`src/rtl/bdmi_cfg.svh`:
```
// constants for the mode page and inquiry command interpreter
`ifndef BDMI_CFG_SVH
`define BDMI_CFG_SVH
// register byte offsets
`define OFS_CTRL 8'h00
`define OFS_BLK_SIZE 8'h04
`define OFS_BLK_CNT_LO 8'h08
`define OFS_BLK_CNT_HI 8'h0C
`define OFS_INQ0 8'h10
`define OFS_INQ1 8'h14
`define OFS_STATUS 8'h18
`define OFS_PAGE_HDR 8'h1C
// control word fields
`define CTRL_WCD 0
`define CTRL_PP_LSB 8
`define CTRL_LOCKD 24
`define CTRL_FORMATD 25
`define CTRL_WRITED 26
`define CTRL_READD 27
// reset values
`define RST_WCD 1'h1
`define RST_PP 8'hFF
`define PERF_DEFAULT 8'hFF
// mode page and inquiry constants
`define PAGE_CODE 6'h06
`define PAGE_LEN 8'h0B
`define PERIPH_TYPE 5'h0E
`define PC_DEVICE_CTRL 4'h7
// opcodes
`define OP_TEST_READY 8'h00
`define OP_REQ_SENSE 8'h03
`define OP_FORMAT 8'h04
`define OP_INQUIRY 8'h12
`define OP_MODE_SELECT 8'h15
`define OP_MODE_SENSE 8'h1A
`define OP_START_STOP 8'h1B
`define OP_MEDIUM_LOCK 8'h1E
`define OP_READ 8'h28
`define OP_WRITE 8'h2A
`define OP_WRITE_BUF 8'h3B
// status, sense keys, additional sense codes
`define ST_GOOD 8'h00
`define ST_CHECK 8'h02
`define SK_NONE 4'h0
`define SK_HW_ERR 4'h4
`define SK_ILLEGAL 4'h5
`define SK_PROTECT 4'h7
`define ASC_NONE 8'h00
`define ASC_BAD_OP 8'h20
`define ASC_PROTECT 8'h27
`define ASC_INTERNAL 8'h44
`endif

```
`src/rtl/bdmi_pkg.sv`:
```
// types shared by the command interpreter
`default_nettype none
package bdmi_pkg;
    typedef struct packed {
        logic [7:0] opcode;
        logic [7:0] arg;
        logic [7:0] control;
    } cmd_t;
    typedef struct packed {
        logic [7:0] status;
        logic sense_valid;
        logic [3:0] key;
        logic [7:0] asc;
    } rsp_t;
    typedef enum logic {ST_IDLE, ST_WR_WAIT} state_t;
endpackage
`default_nettype wire

```
`src/rtl/block_device_mode_inquiry.sv`:
```
// mode page, inquiry data and command gating for a reduced block target
//
// How it works
// - page reads with code 06h
// - writes to fixed fields silently ignored
// - wcd picks data-received or on-medium status
// - unlockable medium forces wcd to one
// - block size and count reported
// - power level honoured after condition 07h
// - FFh max performance, 00h max saving
// - readd set forbids reading
// - writed set forbids writing
// - formatd set forbids formatting
// - writed set forces formatd set
// - lockd set blocks medium locking
// - fixed medium holds lockd at one
// - inquiry, mode select, mode sense accepted
// - test ready, buffer, sense accepted; lock only on removable medium
// - peripheral type reads 0Eh
// - rmb shows removable medium
// - aerc set and events sent when offered
// - sense rides with status when autosense
// - device error aborts every task
// - naca ignored and reported zero
// - relative addressing bit reads zero
// - linked bit reads zero
`include "bdmi_cfg.svh"
`default_nettype none
module block_device_mode_inquiry #(
    parameter bit REMOVABLE = 1'b1,
    parameter bit LOCKABLE = 1'b1,
    parameter bit AER_SUPPORT = 1'b0,
    parameter bit AUTOSENSE = 1'b1,
    parameter logic [15:0] BLOCK_SIZE = 16'h0200,
    parameter logic [39:0] BLOCK_COUNT = 40'h0000100000
) (
    input wire logic sys_clk,
    input wire logic rst,
    input wire logic [7:0] reg_addr,
    input wire logic [31:0] reg_wdata,
    input wire logic reg_wr,
    input wire logic reg_rd,
    output logic [31:0] reg_rdata,
    input wire logic cmd_valid,
    input wire bdmi_pkg::cmd_t cmd,
    output logic cmd_ready,
    output logic rsp_valid,
    output bdmi_pkg::rsp_t rsp,
    input wire logic wr_data_rcvd,
    input wire logic wr_media_done,
    input wire logic dev_error,
    output logic abort_all,
    output logic aer_event,
    output logic medium_locked,
    output logic perf_enable,
    output logic [7:0] perf_level
);
    // ----------------------------------------------------------------
    // mode page control word
    // ----------------------------------------------------------------
    logic wcd_q, readd_q, writed_q, formatd_q, lockd_q;
    logic [7:0] pp_q;
    logic [31:0] reg_rdata_q;
    wire wr_ctrl = reg_wr && (reg_addr == `OFS_CTRL);
    wire wcd_d = reg_wdata[`CTRL_WCD] | ~LOCKABLE;
    wire formatd_d = reg_wdata[`CTRL_FORMATD] | reg_wdata[`CTRL_WRITED];
    wire lockd_d = reg_wdata[`CTRL_LOCKD] | ~REMOVABLE;

    always_ff @(posedge sys_clk or posedge rst) begin
        if (rst) begin
            wcd_q <= `RST_WCD;
            pp_q <= `RST_PP;
            readd_q <= 1'b0;
            writed_q <= 1'b0;
            formatd_q <= 1'b0;
            lockd_q <= ~REMOVABLE;
        end else if (wr_ctrl) begin
            wcd_q <= wcd_d;
            pp_q <= reg_wdata[`CTRL_PP_LSB +: 8];
            readd_q <= reg_wdata[`CTRL_READD];
            writed_q <= reg_wdata[`CTRL_WRITED];
            formatd_q <= formatd_d;
            lockd_q <= lockd_d;
        end
    end

    // ----------------------------------------------------------------
    // register read path
    // ----------------------------------------------------------------
    bdmi_pkg::state_t state_q, state_d;
    logic locked_q, ppen_q;
    logic [7:0] perf_q;
    wire [31:0] ctrl_word = {4'h0, readd_q, writed_q, formatd_q, lockd_q,
                             8'h00, pp_q, 7'h00, wcd_q};
    // inquiry bytes 0 to 3, naca zero
    wire [31:0] inq0_word = {AER_SUPPORT, 7'h00, 8'h00, REMOVABLE, 7'h00,
                             3'h0, `PERIPH_TYPE};
    wire [31:0] inq1_word = 32'h00000000;
    wire [31:0] stat_word = {28'h0000000, state_q == bdmi_pkg::ST_WR_WAIT,
                             ppen_q, locked_q, AUTOSENSE};
    wire [31:0] hdr_word = {16'h0000, `PAGE_LEN, 2'h2, `PAGE_CODE};
    wire [31:0] rd_mux =
        (reg_addr == `OFS_CTRL) ? ctrl_word :
        (reg_addr == `OFS_BLK_SIZE) ? {16'h0000, BLOCK_SIZE} :
        (reg_addr == `OFS_BLK_CNT_LO) ? BLOCK_COUNT[31:0] :
        (reg_addr == `OFS_BLK_CNT_HI) ? {24'h000000, BLOCK_COUNT[39:32]} :
        (reg_addr == `OFS_INQ0) ? inq0_word :
        (reg_addr == `OFS_INQ1) ? inq1_word :
        (reg_addr == `OFS_STATUS) ? stat_word :
        (reg_addr == `OFS_PAGE_HDR) ? hdr_word : 32'h00000000;

    // read data stand only in the cycle after the strobe
    always_ff @(posedge sys_clk or posedge rst) begin
        if (rst) begin
            reg_rdata_q <= 32'h00000000;
        end else begin
            reg_rdata_q <= reg_rd ? rd_mux : 32'h00000000;
        end
    end

    // ----------------------------------------------------------------
    // command decode
    // ----------------------------------------------------------------
    function automatic bdmi_pkg::rsp_t mk(input logic [7:0] st,
                                          input logic [3:0] key,
                                          input logic [7:0] asc);
        bdmi_pkg::rsp_t r;
        r.status = st;
        r.sense_valid = AUTOSENSE && (st != `ST_GOOD);
        r.key = key;
        r.asc = asc;
        return r;
    endfunction

    wire [7:0] op = cmd.opcode;
    // supported opcodes; control byte, naca included, unused
    wire supported = (op == `OP_INQUIRY) || (op == `OP_MODE_SELECT) ||
                     (op == `OP_MODE_SENSE) || (op == `OP_TEST_READY) ||
                     (op == `OP_REQ_SENSE) || (op == `OP_WRITE_BUF) ||
                     (op == `OP_READ) || (op == `OP_WRITE) ||
                     (op == `OP_FORMAT) || (op == `OP_START_STOP) ||
                     (REMOVABLE && (op == `OP_MEDIUM_LOCK));
    wire refused = ((op == `OP_READ) && readd_q) ||
                   ((op == `OP_WRITE) && writed_q) ||
                   ((op == `OP_FORMAT) && formatd_q) ||
                   ((op == `OP_MEDIUM_LOCK) && cmd.arg[0] && lockd_q);
    wire wr_done = wcd_q ? wr_media_done : wr_data_rcvd;
    wire accept = cmd_valid && (state_q == bdmi_pkg::ST_IDLE);

    // ----------------------------------------------------------------
    // command sequencer
    // ----------------------------------------------------------------
    bdmi_pkg::rsp_t rsp_q, rsp_d, sense_q, sense_d;
    logic rsp_v_d, lock_d, ppen_d, abort_q, aer_q, rsp_v_q, ready_q;

    always_comb begin
        state_d = state_q;
        rsp_d = rsp_q;
        rsp_v_d = 1'b0;
        lock_d = locked_q;
        ppen_d = ppen_q;
        sense_d = sense_q;
        if (dev_error) begin
            state_d = bdmi_pkg::ST_IDLE;
            rsp_v_d = (state_q == bdmi_pkg::ST_WR_WAIT);
            rsp_d = mk(`ST_CHECK, `SK_HW_ERR, `ASC_INTERNAL);
        end else begin
            case (state_q)
                bdmi_pkg::ST_IDLE: begin
                    if (cmd_valid) begin
                        rsp_v_d = 1'b1;
                        rsp_d = mk(`ST_GOOD, `SK_NONE, `ASC_NONE);
                        if (!supported) begin
                            rsp_d = mk(`ST_CHECK, `SK_ILLEGAL, `ASC_BAD_OP);
                        end else if (refused) begin
                            rsp_d = mk(`ST_CHECK, `SK_PROTECT, `ASC_PROTECT);
                        end else if (op == `OP_WRITE) begin
                            rsp_v_d = 1'b0;
                            state_d = bdmi_pkg::ST_WR_WAIT;
                        end else if (op == `OP_START_STOP) begin
                            ppen_d = (cmd.arg[7:4] == `PC_DEVICE_CTRL);
                        end else if (op == `OP_MEDIUM_LOCK) begin
                            // lock only reached with lockd clear
                            lock_d = cmd.arg[0];
                        end else if (op == `OP_REQ_SENSE) begin
                            rsp_d = sense_q;
                            rsp_d.status = `ST_GOOD;
                            rsp_d.sense_valid = 1'b1;
                            sense_d = mk(`ST_GOOD, `SK_NONE, `ASC_NONE);
                        end
                    end
                end
                bdmi_pkg::ST_WR_WAIT: begin
                    if (wr_done) begin
                        rsp_v_d = 1'b1;
                        rsp_d = mk(`ST_GOOD, `SK_NONE, `ASC_NONE);
                        state_d = bdmi_pkg::ST_IDLE;
                    end
                end
                default: state_d = bdmi_pkg::ST_IDLE;
            endcase
        end
        // without autosense sense waits for request sense
        if (rsp_v_d && !AUTOSENSE && (rsp_d.status != `ST_GOOD)) begin
            sense_d = rsp_d;
        end
    end

    always_ff @(posedge sys_clk or posedge rst) begin
        if (rst) begin
            state_q <= bdmi_pkg::ST_IDLE;
            rsp_q <= '0;
            sense_q <= '0;
            rsp_v_q <= 1'b0;
            ready_q <= 1'b0;
            locked_q <= 1'b0;
            ppen_q <= 1'b0;
            perf_q <= `PERF_DEFAULT;
            abort_q <= 1'b0;
            aer_q <= 1'b0;
        end else begin
            state_q <= state_d;
            rsp_q <= rsp_d;
            sense_q <= sense_d;
            rsp_v_q <= rsp_v_d;
            ready_q <= (state_d == bdmi_pkg::ST_IDLE);
            locked_q <= lock_d;
            ppen_q <= ppen_d;
            // level passed on unchanged, FFh when not enabled
            perf_q <= ppen_d ? pp_q : `PERF_DEFAULT;
            abort_q <= dev_error;
            // error reported as an asynchronous event
            aer_q <= dev_error && AER_SUPPORT;
        end
    end

    assign reg_rdata = reg_rdata_q;
    assign cmd_ready = ready_q;
    assign rsp_valid = rsp_v_q;
    assign rsp = rsp_q;
    assign abort_all = abort_q;
    assign aer_event = aer_q;
    assign medium_locked = locked_q;
    assign perf_enable = ppen_q;
    assign perf_level = perf_q;
endmodule // block_device_mode_inquiry
`default_nettype wire

```
`config.mk`:
```
export PLATFORM = sky130hd
export DESIGN_NAME = block_device_mode_inquiry
export DESIGN_NICKNAME = d
export VERILOG_FILES = /design/src/rtl/bdmi_pkg.sv /design/src/rtl/block_device_mode_inquiry.sv
export VERILOG_INCLUDE_DIRS = /design/src /design/src/rtl
export SDC_FILE = /design/constraint.sdc
export NUM_CORES = 1
export LEC_CHECK = 0
export ABC_CLOCK_PERIOD_IN_PS = 1600
export BUFFER_PORTS_ARGS = -buffer_cell sky130_fd_sc_hd__buf_2
export CAP_MARGIN = 20
export CELL_PAD_IN_SITES_DETAIL_PLACEMENT = 1
export CELL_PAD_IN_SITES_GLOBAL_PLACEMENT = 1
export CORE_MARGIN = 5
export CORE_UTILIZATION = 29
export CTS_CLUSTER_SIZE = 8
export DETAILED_ROUTE_END_ITERATION = 10
export GPL_TIMING_DRIVEN = 0
export HOLD_SLACK_MARGIN = 0.08
export PLACE_DENSITY_LB_ADDON = 0.1
export SKIP_CTS_REPAIR_TIMING = 1
export SYNTH_ARGS = -nofsm -noshare
export SYNTH_HDL_FRONTEND = slang
export SYNTH_SLANG_ARGS = --single-unit
```
`constraint.sdc`:
```
create_clock -name sys_clk -period 1.6 [get_ports sys_clk]
set_input_delay 0.08 -clock sys_clk [delete_from_list [all_inputs] [get_ports sys_clk]]
set_output_delay 0.08 -clock sys_clk [all_outputs]
set_load 0.05 [all_outputs]
```
== Yosys cells after proc, flatten, opt, wreduce, memory -nomap -nowiden ==
Index checks and enable logic that the tools add are counted.
Operators by class
  bitwise gates (word level): 7
  reduce and logical (&&, ||, !) cells: 23
  mux-type cells: 42
  equal/unequal tests: 20
Operator list (number)
  21-bit two-way mux: 5
  8-bit by 5-bit equality test with 1-bit output (second input constant): 9
  28-bit two-way mux: 2
  13-bit two-way mux: 4
  21-bit one-hot mux with 2 select lines: 1
  12-bit two-way mux: 3
  16-bit two-way mux: 2
  15-bit two-way mux: 2
  8-bit by 6-bit equality test with 1-bit output (second input constant): 3
  1-bit two-way mux: 20
  8-bit by 3-bit equality test with 1-bit output (second input constant): 2
  8-bit by 4-bit equality test with 1-bit output (second input constant): 2
  8-bit zero test: 2
  1-bit logical OR: 13
  8-bit by 2-bit equality test with 1-bit output (second input constant): 1
  8-bit two-way mux: 1
  8-bit AND reduction: 1
  1-bit logical AND: 6
  1-bit NOT: 6
  4-bit by 3-bit equality test with 1-bit output (second input constant): 1
  1-bit one-hot mux with 2 select lines: 2
  3-bit by 2-bit != test with 1-bit output (second input constant): 1
  3-bit != test (second input constant): 1
  2-bit AND reduction: 1
  1-bit bitwise OR: 1
Storage, ports and cells
  output and inout port bits: 67
  bits in registers: 76
  bits of input ports: 72
  logic and storage cells: 110

== Longest topological paths before layout ==
Gate-level depths: netlist of the first run.
  depth after elaboration: 16
  depth in mapped cells: 7
  gate-level depth less buffers: 6

== Worst setup path before layout of the first run ==
No wires, ideal clock.
  path kind: input-to-reg
  start: in reg_addr[1]
  end: reg lockd_q
  buffers on the path: 2
  slack: -51 ps
  cell stages on the path: 6
  setup time: 128 ps
  data required time: 1472 ps
  arrival time: 1523 ps
  path through: or4_1 -> nor2_1 -> and3_1 -> buf_2 -> buf_4 -> mux2_1
Between the ends
  cells in the longest elaborated chain, start to end: 2
RTL lines
  start: declaration: RTL line block_device_mode_inquiry.sv:39  | input wire logic [7:0] reg_addr,
  8-bit zero test (no line)
  1-bit logical AND: RTL line block_device_mode_inquiry.sv:64  | wire wr_ctrl = reg_wr && (reg_addr == `OFS_CTRL);
  end signal: assignment: RTL line block_device_mode_inquiry.sv:76  | lockd_q <= ~REMOVABLE;
  end signal: assignment: RTL line block_device_mode_inquiry.sv:83  | lockd_q <= lockd_d;
  end: declaration: RTL line block_device_mode_inquiry.sv:61  | logic wcd_q, readd_q, writed_q, formatd_q, lockd_q;
No other way between the ends.
A chain may end at the register's enable or synchronous reset.

== Worst setup path after layout of the first run ==
  start: reg writed_q
  end: reg locked_q, in the netlist medium_locked
Between the ends
  cells in the longest elaborated chain, start to end: 6
RTL lines
  start: declaration: RTL line block_device_mode_inquiry.sv:61
  start signal: assignment: RTL line block_device_mode_inquiry.sv:81  | writed_q <= reg_wdata[`CTRL_WRITED];
  1-bit logical AND: RTL line block_device_mode_inquiry.sv:144  | ((op == `OP_WRITE) && writed_q) ||
  1-bit logical OR (3 in a row): RTL line block_device_mode_inquiry.sv:143  | wire refused = ((op == `OP_READ) && readd_q) ||
  1-bit NOT (no line)
  8-bit AND reduction (no line)
  end signal: assignment: RTL line block_device_mode_inquiry.sv:227  | locked_q <= lock_d;
  end: declaration: RTL line block_device_mode_inquiry.sv:91  | logic locked_q, ppen_q;
No other way between the ends.

==> results.json, run 1 <==
{
  "synth_top_area_frac": 0.354,
  "gr-total-overflow": 0,
  "fin_nets": 423,
  "netlist_instances": 217,
  "relSlewSlack": 0.523,
  "synthFlopType": "dfrtp_1",
  "report.final.hold_viol_count": 0,
  "diodes": 0,
  "violations": "negative setup slack",
  "num_vias": 1951,
  "peakVddDrop_mv": 0.267,
  "syn_to_final_growth_pct": 42.9,
  "drt_iter0_drc": 26,
  "synth_seq_cells": 51,
  "dp.cells": 425,
  "remaining_drc_errors": 0,
  "synth_commonest_cells": "dfrtp_1 (34), buf_4 (33), nand2_1 (19)",
  "synth_cell_types": 49,
  "yosysSeqAreaShare": 0.540,
  "cpMaxStageDelayCell": "or4_4",
  "slew_viol_final": 0,
  "worstMarginPinSlew_ns": 0.706,
  "maxCapViolCount": 0,
  "min_period_over_period": 1.02,
  "rows": 33,
  "cts_root_buf": "clkbuf_8",
  "hold_end": "rsp_valid$_DFF_PP0_",
  "antenna_left": 0,
  "coreArea_mm2": 0.00813,
  "routed_wl_mm": 6.59,
  "critPathMaxStageDelay_ns": 0.43,
  "die_w_um": 101,
  "crit_type": "reg2reg",
  "grt_antenna_before_repair": 0,
  "setup_viol": 1,
  "viasPerCell": 4.27,
  "holdCritStartpoint": "dev_error",
  "io_buffers": 77,
  "io_pins": 139,
  "h-tree-depth": 2,
  "synth_top_area_cell": "dfrtp_1",
  "cts_tree": "yes",
  "yosysMostFrequentCell": "dfrtp_1",
  "reg2regPathDepth": 6,
  "cp-start-kind": "flip-flop",
  "start_util": 0.295,
  "die_y_um": 101,
  "postSynthAreaPerCell_um2": 11.1,
  "hpwl_mm": 4.78,
  "cts_made_buffers": 5,
  "rsz0062_at_grt": "yes",
  "drive_gt1_frac": 0.466,
  "post-route-util": 0.422,
  "max_freq_mhz": 615,
  "powerDensity_mw_per_mm2": 765,
  "async_flop_share": 1.00,
  "routabilityCongestion": 0.752,
  "synth_warnings": 0,
  "hold_path.class": "in2reg",
  "grt_pass1_vias": 2000,
  "rrSetupSlack_ns": -0.02,
  "grt_pass1_wl_mm": 9.71,
  "clock-sinks": 51,
  "p_leak_nw": 1.74,
  "clock_latency_ns": 0.30,
  "clk_pin_slew_ns": 0.10,
  "synth_area_mm2": 0.00240,
  "timing.rr.start": "writed_q$_DFFE_PP0P_",
  "clockBufferDepth": 2,
  "min_period_ns": 1.62,
  "die_area_mm2": 0.0102,
  "grt_use_total": 0.120,
  "r2r-end": "medium_locked$_DFFE_PP0P_",
  "synth_edf_count": 0,
  "wl_per_cell_um": 14.4,
  "fillers": 947,
  "timing.final.ws_setup_ns": -0.0247,
  "skew_ns": 0.00597,
  "yosys-top-cells-area": "dfrtp_1 (35%), dfstp_2 (19%), buf_4 (10%)",
  "grt_start_max_net_pins": 31,
  "end_kind": "flip-flop",
  "dr.pass1.iters": 4,
  "power_mw": 2.63,
  "pre_cts_ws_ns": -0.327,
  "crit_chain": "mux2i_1, or4_4, o21ai_4, o21bai_4, nor3_2, mux2_4",
  "status": "finished, violations left",
  "hold_path_depth": 2,
  "final_cells": 457,
  "critical_path_required_ns": 1.79,
  "path_max_fanout": 4,
  "critical_path_arrival_ns": 1.81
}
==> through the flow <==
stage               setup TNS [ns]  area, µm²  hold WS [ns]
global placement            -20.04       3030         0.294
floorplan                        0       2510         0.111
finish                     -0.0247       3430        0.0968
global route                -0.337       3430         0.104
detailed placement           -5.47       3050         0.134
CTS                          -3.72       3150        -0.203
==> cell type report <==
cell class,count,area (µm²),area share
buffer,37,275,0.0801
clock buffer,6,82.6,0.0240
sequential,51,1300,0.378
timing repair buffer,101,623,0.181
tap,105,131,0.0383
multi-input combinational,150,988,0.288
inverter,5,18.8,0.00546
clock inverter,2,16.3,0.00474
==> how the worst max path moves through the flow <==
| stage | startpoint | end | slack (ns) | depth (start not counted) |
|---|---|---|---|---|
| 4_1_cts | state_q$_DFF_PP0_ | perf_level[7]$_DFF_PP1_ | -0.36 | 6 |
| 5_1_grt | writed_q$_DFFE_PP0P_ | medium_locked$_DFFE_PP0P_ | -0.09 | 6 |
| 2_1_floorplan | reg_addr[1] | lockd_q$_DFFE_PP0P_ | 0.001 | 6 |
| 6_report | writed_q$_DFFE_PP0P_ | medium_locked$_DFFE_PP0P_ | -0.02 | 6 |
| 3_5_place_dp | state_q$_DFF_PP0_ | perf_level[5]$_DFF_PP1_ | -0.33 | 6 |
| 3_3_place_gp | rst | state_q$_DFF_PP0_ | -0.44 | 2 |
==> sequential cells by signal (all words and copies together) (netlist names) <==
signal / flops
abort_all: 1
cmd_ready: 1
formatd_q: 1
lockd_q: 1
medium_locked: 1
perf_enable: 1
perf_level: 8
pp_q: 8
readd_q: 1
reg_rdata: 18
rsp: 6
rsp_valid: 1
state_q: 1
wcd_q: 1
writed_q: 1
==> cells in the final DEF, fill, tap and decap left out, types with 6 or more instances in the layout <==
cell type,count
a21oi_1,8
dfstp_2,17
nand2_1,18
conb_1,26
buf_4,37
and2_1,8
mux2_1,8
buf_2,77
or2_1,9
dlygate4sd3_1,18
nor2_1,9
nand3_1,7
dfrtp_1,33
clkbuf_8,6
==> layer usage <==
metal / GRT usage / vias up / wire (µm)
met5: 0 / - / 0
li1: - / 953 / -
met4: 0.0245 / 0 / 36
met3: 0.0374 / 4 / 476
met2: 0.205 / 55 / 3350
met1: 0.149 / 939 / 2730
==> cell families after synthesis <==
kind of cell / after synthesis / share of synthesized area
AO/OA/AOI/OAI: 25 / 0.0729
other: 1 / 0.00156
flip-flops: 51 / 0.540
multiplexers: 15 / 0.0708
AND/OR/NAND/NOR: 83 / 0.197
buffers and inverters: 42 / 0.118
==> report_power, final <==
group          internal (mW)  total, mW  switching [mW]  leakage [nW]
clock                  0.354      0.786           0.432        0.0474
combinational          0.174      0.494           0.321          1.07
sequential              1.33       1.35          0.0190         0.624
total                   1.85       2.63           0.772          1.74
==> worst max-delay path, delay by kind of cell, from the launching register on <==
family          cells  cell delay, ns
simple gates        2            0.49
compound gates      2            0.25
mux                 2            0.37
flops               1            0.39
Power figures use the tool's default switching activity.
==> inputs of run 2 (changes only) <==
SKIP_CTS_REPAIR_TIMING = unset   (was 1)
==> results.json, run 2 (synthesized netlist as in run 1, its figures left out) <==
{
  "path_max_fanout": 3,
  "final_cells": 456,
  "report.final.hold_viol_count": 0,
  "crit_type": "reg2reg",
  "cts_root_buf": "clkbuf_8",
  "coreArea_mm2": 0.00813,
  "clock-sinks": 51,
  "cts_tree": "yes",
  "status": "finished, violations left",
  "p_leak_nw": 1.76,
  "critical_path_required_ns": 1.79,
  "start_util": 0.295,
  "syn_to_final_growth_pct": 42.2,
  "slew_viol_final": 0,
  "rsz0062_at_grt": "yes",
  "timing.final.ws_setup_ns": -0.00666,
  "dp.cells": 425,
  "postPlaceCellArea_mm2": 0.00305,
  "io_buffers": 77,
  "clock_latency_ns": 0.30,
  "maxCapViolCount": 0,
  "cp-start-kind": "flip-flop",
  "routabilityCongestion": 0.752,
  "relSlewSlack": 0.579,
  "viasPerCell": 4.29,
  "design_area_mm2": 0.00342,
  "violations": "negative setup slack",
  "min_period_ns": 1.61,
  "setup_viol": 1,
  "max_freq_mhz": 622,
  "grt_start_max_net_pins": 31,
  "clk_pin_slew_ns": 0.10,
  "skew_ns": 0.00583,
  "wl_per_cell_um": 14.2,
  "drive_gt1_frac": 0.473,
  "fillers": 952,
  "routed_wl_mm": 6.49,
  "grt_use_total": 0.124,
  "grt_pass1_wl_mm": 10.1,
  "gr-total-overflow": 0,
  "die_y_um": 101,
  "min_period_over_period": 1.00,
  "pre_cts_ws_ns": -0.327,
  "worstMarginPinSlew_ns": 0.622,
  "h-tree-depth": 2,
  "die_w_um": 101,
  "largest_reg_flops": 18,
  "critical_path_arrival_ns": 1.79,
  "diodes": 0,
  "io_pins": 139,
  "drt_iter0_drc": 25,
  "finalSetupTns_ns": -0.00666,
  "antenna_left": 0,
  "grt_pass1_vias": 2100,
  "layout_commonest_cell": "buf_2",
  "remaining_drc_errors": 0,
  "hpwl_mm": 4.78,
  "dr.pass1.iters": 4,
  "peakVddDrop_mv": 0.267,
  "fin_nets": 422,
  "rows": 33,
  "clockBufferDepth": 2,
  "die_area_mm2": 0.0102,
  "grt_antenna_before_repair": 0,
  "end_kind": "flip-flop",
  "num_vias": 1958,
  "powerDensity_mw_per_mm2": 768,
  "cts_made_buffers": 5,
  "layout_common_cells": "buf_2 (77), buf_4 (37), dfrtp_1 (33)",
  "hold_path.class": "in2reg"
}
[run 2: cell count changes in the layout (fill, tap and decap cells not counted), sizes merged]
cell,before,now
dlygate4sd3,18,17
[run 2: worst max-delay path, stage by stage (launching register included)]
cell and delay (ns):
dfrtp_1 0.39, mux2i_1 0.08, or4_4 0.43, o21ai_4 0.09, o21bai_4 0.16, nor3_2 0.06
mux2_4 0.29
[run 2: what timing repair did]
item                                   in CTS  in global routing
endpoints found under the hold margin      30                  0
pin swaps                                   3                  2
buffers inserted                            3                  2
hold buffers                               17                  0
setup endpoints to repair                  16                 13
gates cloned                                0                  1
gates resized for setup                     9                  7
[run 2: final cells by class]
class | instances | area (µm²) | share of cell area
buffer | 37 | 275 | 0.0806
clock buffer | 6 | 82.6 | 0.0242
clock inverter | 2 | 16.3 | 0.00476
inverter | 5 | 18.8 | 0.00549
multi-input combinational | 150 | 981 | 0.287
sequential | 51 | 1300 | 0.380
tap | 105 | 131 | 0.0384
timing repair buffer | 100 | 613 | 0.179
[run 2: path summary, 6_finish.rpt]
| kind | from | endpoint | slack [ns] | cells past startpoint |
|---|---|---|---|---|
| max | writed_q$_DFFE_PP0P_ | medium_locked$_DFFE_PP0P_ | -0.007 | 6 |
| min | reg_rd | reg_rdata[7]$_DFF_PP0_ | 0.11 | 3 |
| max reg2reg | writed_q$_DFFE_PP0P_ | medium_locked$_DFFE_PP0P_ | -0.007 | 6 |
| min reg2reg | rsp[6]$_DFFE_PP0P_ | rsp[6]$_DFFE_PP0P_ | 0.49 | 2 |
| max in group asynchronous | rst | perf_level[6]$_DFF_PP1_ | 0.63 | 4 |
| min in group asynchronous | rst | reg_rdata[27]$_DFF_PP0_ | 0.36 | 3 |
[run 2: power by group]
part	switching [mW]	internal (mW)
combinational	0.320	0.172
sequential	0.0188	1.33
clock	0.433	0.354
total	0.771	1.85
[run 2: metal layers]
layer | track usage | wire length (µm) | vias to the layer above
met5 | 0 | 0 | -
met1 | 0.152 | 2690 | 944
met2 | 0.213 | 3270 | 55
met3 | 0.0374 | 469 | 6
li1 | - | - | 953
met4 | 0.0317 | 59 | 0
[run 2: per-stage QoR]
stage / hold slack (ns) / total power, mW / utilization
floorplan: 0.111 / 1.71 / -
global placement: 0.294 / 1.81 / 0.372
detailed placement: 0.134 / 1.82 / 0.375
CTS: 0.0864 / 2.67 / 0.414
global route: 0.118 / 2.76 / 0.420
finish: 0.107 / 2.62 / 0.420
==> inputs of run 3 (changes only) <==
ABC_CLOCK_PERIOD_IN_PS = 1500   (was 1600)
CORE_UTILIZATION = 32   (was 29)
GPL_TIMING_DRIVEN = unset   (was 0)
PLACE_DENSITY = 0.92   (was unset)
PLACE_DENSITY_LB_ADDON = unset   (was 0.1)
clock period = 1.5 ns   (was 1.6 ns; I/O delays follow)
==> results.json, run 3 (synthesized netlist as in run 1, its figures left out) <==
{
  "slew_viol_final": 0,
  "largest_reg_flops": 18,
  "drt_iter0_drc": 45,
  "layout_commonest_cell": "buf_2",
  "peakVddDrop_mv": 0.470,
  "critical_path_arrival_ns": 1.84,
  "grt_start_max_net_pins": 24,
  "rsz0062_at_grt": "yes",
  "io_buffers": 82,
  "wl_per_cell_um": 15.6,
  "clk_pin_slew_ns": 0.09,
  "grt_antenna_before_repair": 0,
  "max_freq_mhz": 601,
  "cts_root_buf": "clkbuf_8",
  "num_vias": 1986,
  "hpwl_mm": 5.34,
  "status": "finished, violations left",
  "post-route-util": 0.468,
  "end_kind": "flip-flop",
  "grt_pass1_vias": 2184,
  "routed_wl_mm": 6.97,
  "dp.cells": 416,
  "layout_common_cells": "buf_2 (82), dfrtp_1 (34), buf_4 (34)",
  "viasPerCell": 4.44,
  "maxCapViolCount": 0,
  "hold_path_depth": 3,
  "p_leak_nw": 1.69,
  "gr-total-overflow": 0,
  "drive_gt1_frac": 0.500,
  "cts_made_buffers": 5,
  "crit_type": "reg2reg",
  "violations": "negative setup slack",
  "power_mw": 2.81,
  "timing.final.ws_setup_ns": -0.163,
  "die_area_mm2": 0.00934,
  "h-tree-depth": 2,
  "diodes": 0,
  "antenna_left": 0,
  "syn_to_final_growth_pct": 42.0,
  "clock_latency_ns": 0.29,
  "start_util": 0.330,
  "grt_use_total": 0.146,
  "skew_ns": 0.00409,
  "io_pins": 139,
  "dr.pass1.iters": 4,
  "report.final.hold_viol_count": 0,
  "rrSetupSlack_ns": -0.16,
  "coreArea_mm2": 0.00729,
  "grt_pass1_wl_mm": 11.0,
  "powerDensity_mw_per_mm2": 822,
  "cts_tree": "yes",
  "finalSetupTns_ns": -0.290,
  "die_y_um": 96.7,
  "die_w_um": 96.7,
  "clockBufferDepth": 2,
  "critical_path_required_ns": 1.68,
  "reg2regPathDepth": 7,
  "remaining_drc_errors": 0,
  "hold_path.class": "in2reg",
  "routabilityCongestion": 0.876,
  "final_cells": 447,
  "min_period_over_period": 1.11,
  "fin_nets": 419,
  "rows": 31,
  "cp-start-kind": "flip-flop",
  "path_max_fanout": 2,
  "setup_viol": 4,
  "min_period_ns": 1.66,
  "clock-sinks": 51
}
## run 3: cell types whose count changed in the layout (fill, tap and decap cells not counted), moves of 2 or more
cell | previous run | this run
buf_2 | 77 | 82
buf_4 | 37 | 34
mux2_1 | 8 | 1
mux2_4 | 1 | 8
nand2_1 | 18 | 16
o21ai_1 | 0 | 2
o31a_4 | 2 | 0
## run 3: repair_timing
action,CTS,global route
pin swaps,5,4
hold buffers,17,0
setup endpoints to repair,13,16
hold endpoints to repair,29,0
buffers inserted,4,3
resized for setup,10,8
## run 3: final timing paths
check	from	end
max	writed_q$_DFFE_PP0P_	rsp[14]$_DFFE_PP0P_
min	reg_addr[3]	reg_rdata[15]$_DFF_PP0_
max reg2reg	writed_q$_DFFE_PP0P_	rsp[14]$_DFFE_PP0P_
min reg2reg	rsp[6]$_DFFE_PP0P_	rsp[6]$_DFFE_PP0P_
max in group asynchronous	rst	state_q$_DFF_PP0_
min in group asynchronous	rst	reg_rdata[2]$_DFF_PP0_
## run 3: report_power, final
| part | leakage [nW] | total, mW | internal (mW) | switching [mW] |
|---|---|---|---|---|
| clock network | 0.0515 | 0.840 | 0.422 | 0.419 |
| logic | 1.02 | 0.531 | 0.176 | 0.355 |
| registers | 0.625 | 1.44 | 1.42 | 0.0207 |
| total | 1.69 | 2.81 | 2.01 | 0.795 |
## run 3: routing by layer
layer | GRT usage | vias to the layer above | wire length (µm)
li1 | - | 944 | -
met2 | 0.265 | 83 | 3670
met1 | 0.163 | 947 | 2700
met4 | 0.0583 | 0 | 153
met3 | 0.0367 | 12 | 446
met5 | 0 | - | 0
## run 3: per-stage QoR
step | hold WS, ns | worst slack, ns | instance area [µm²]
after floorplan | 0.106 | -0.0896 | 2560
after global placement | 0.110 | -0.241 | 3040
after detailed placement | 0.117 | -0.272 | 3040
after CTS | 0.0972 | -0.169 | 3370
after global routing | 0.109 | -0.225 | 3410
final | 0.105 | -0.163 | 3410
## run 3: critical path, cell delays in order, from the launching register on
cell,delay (ns)
dfrtp_1,0.39
mux2i_1,0.16
or4_4,0.14
o21ai_2,0.05
o21bai_4,0.17
buf_6,0.12
or2_4,0.22
a221o_1,0.30
## run 3: layout make-up
type	instances	area, µm²
clock buffer	8	100
timing repair buffer	135	858
tap	99	124
sequential	51	1300
fill	855	3880
multi-input combinational	149	1010
inverter	5	18.8
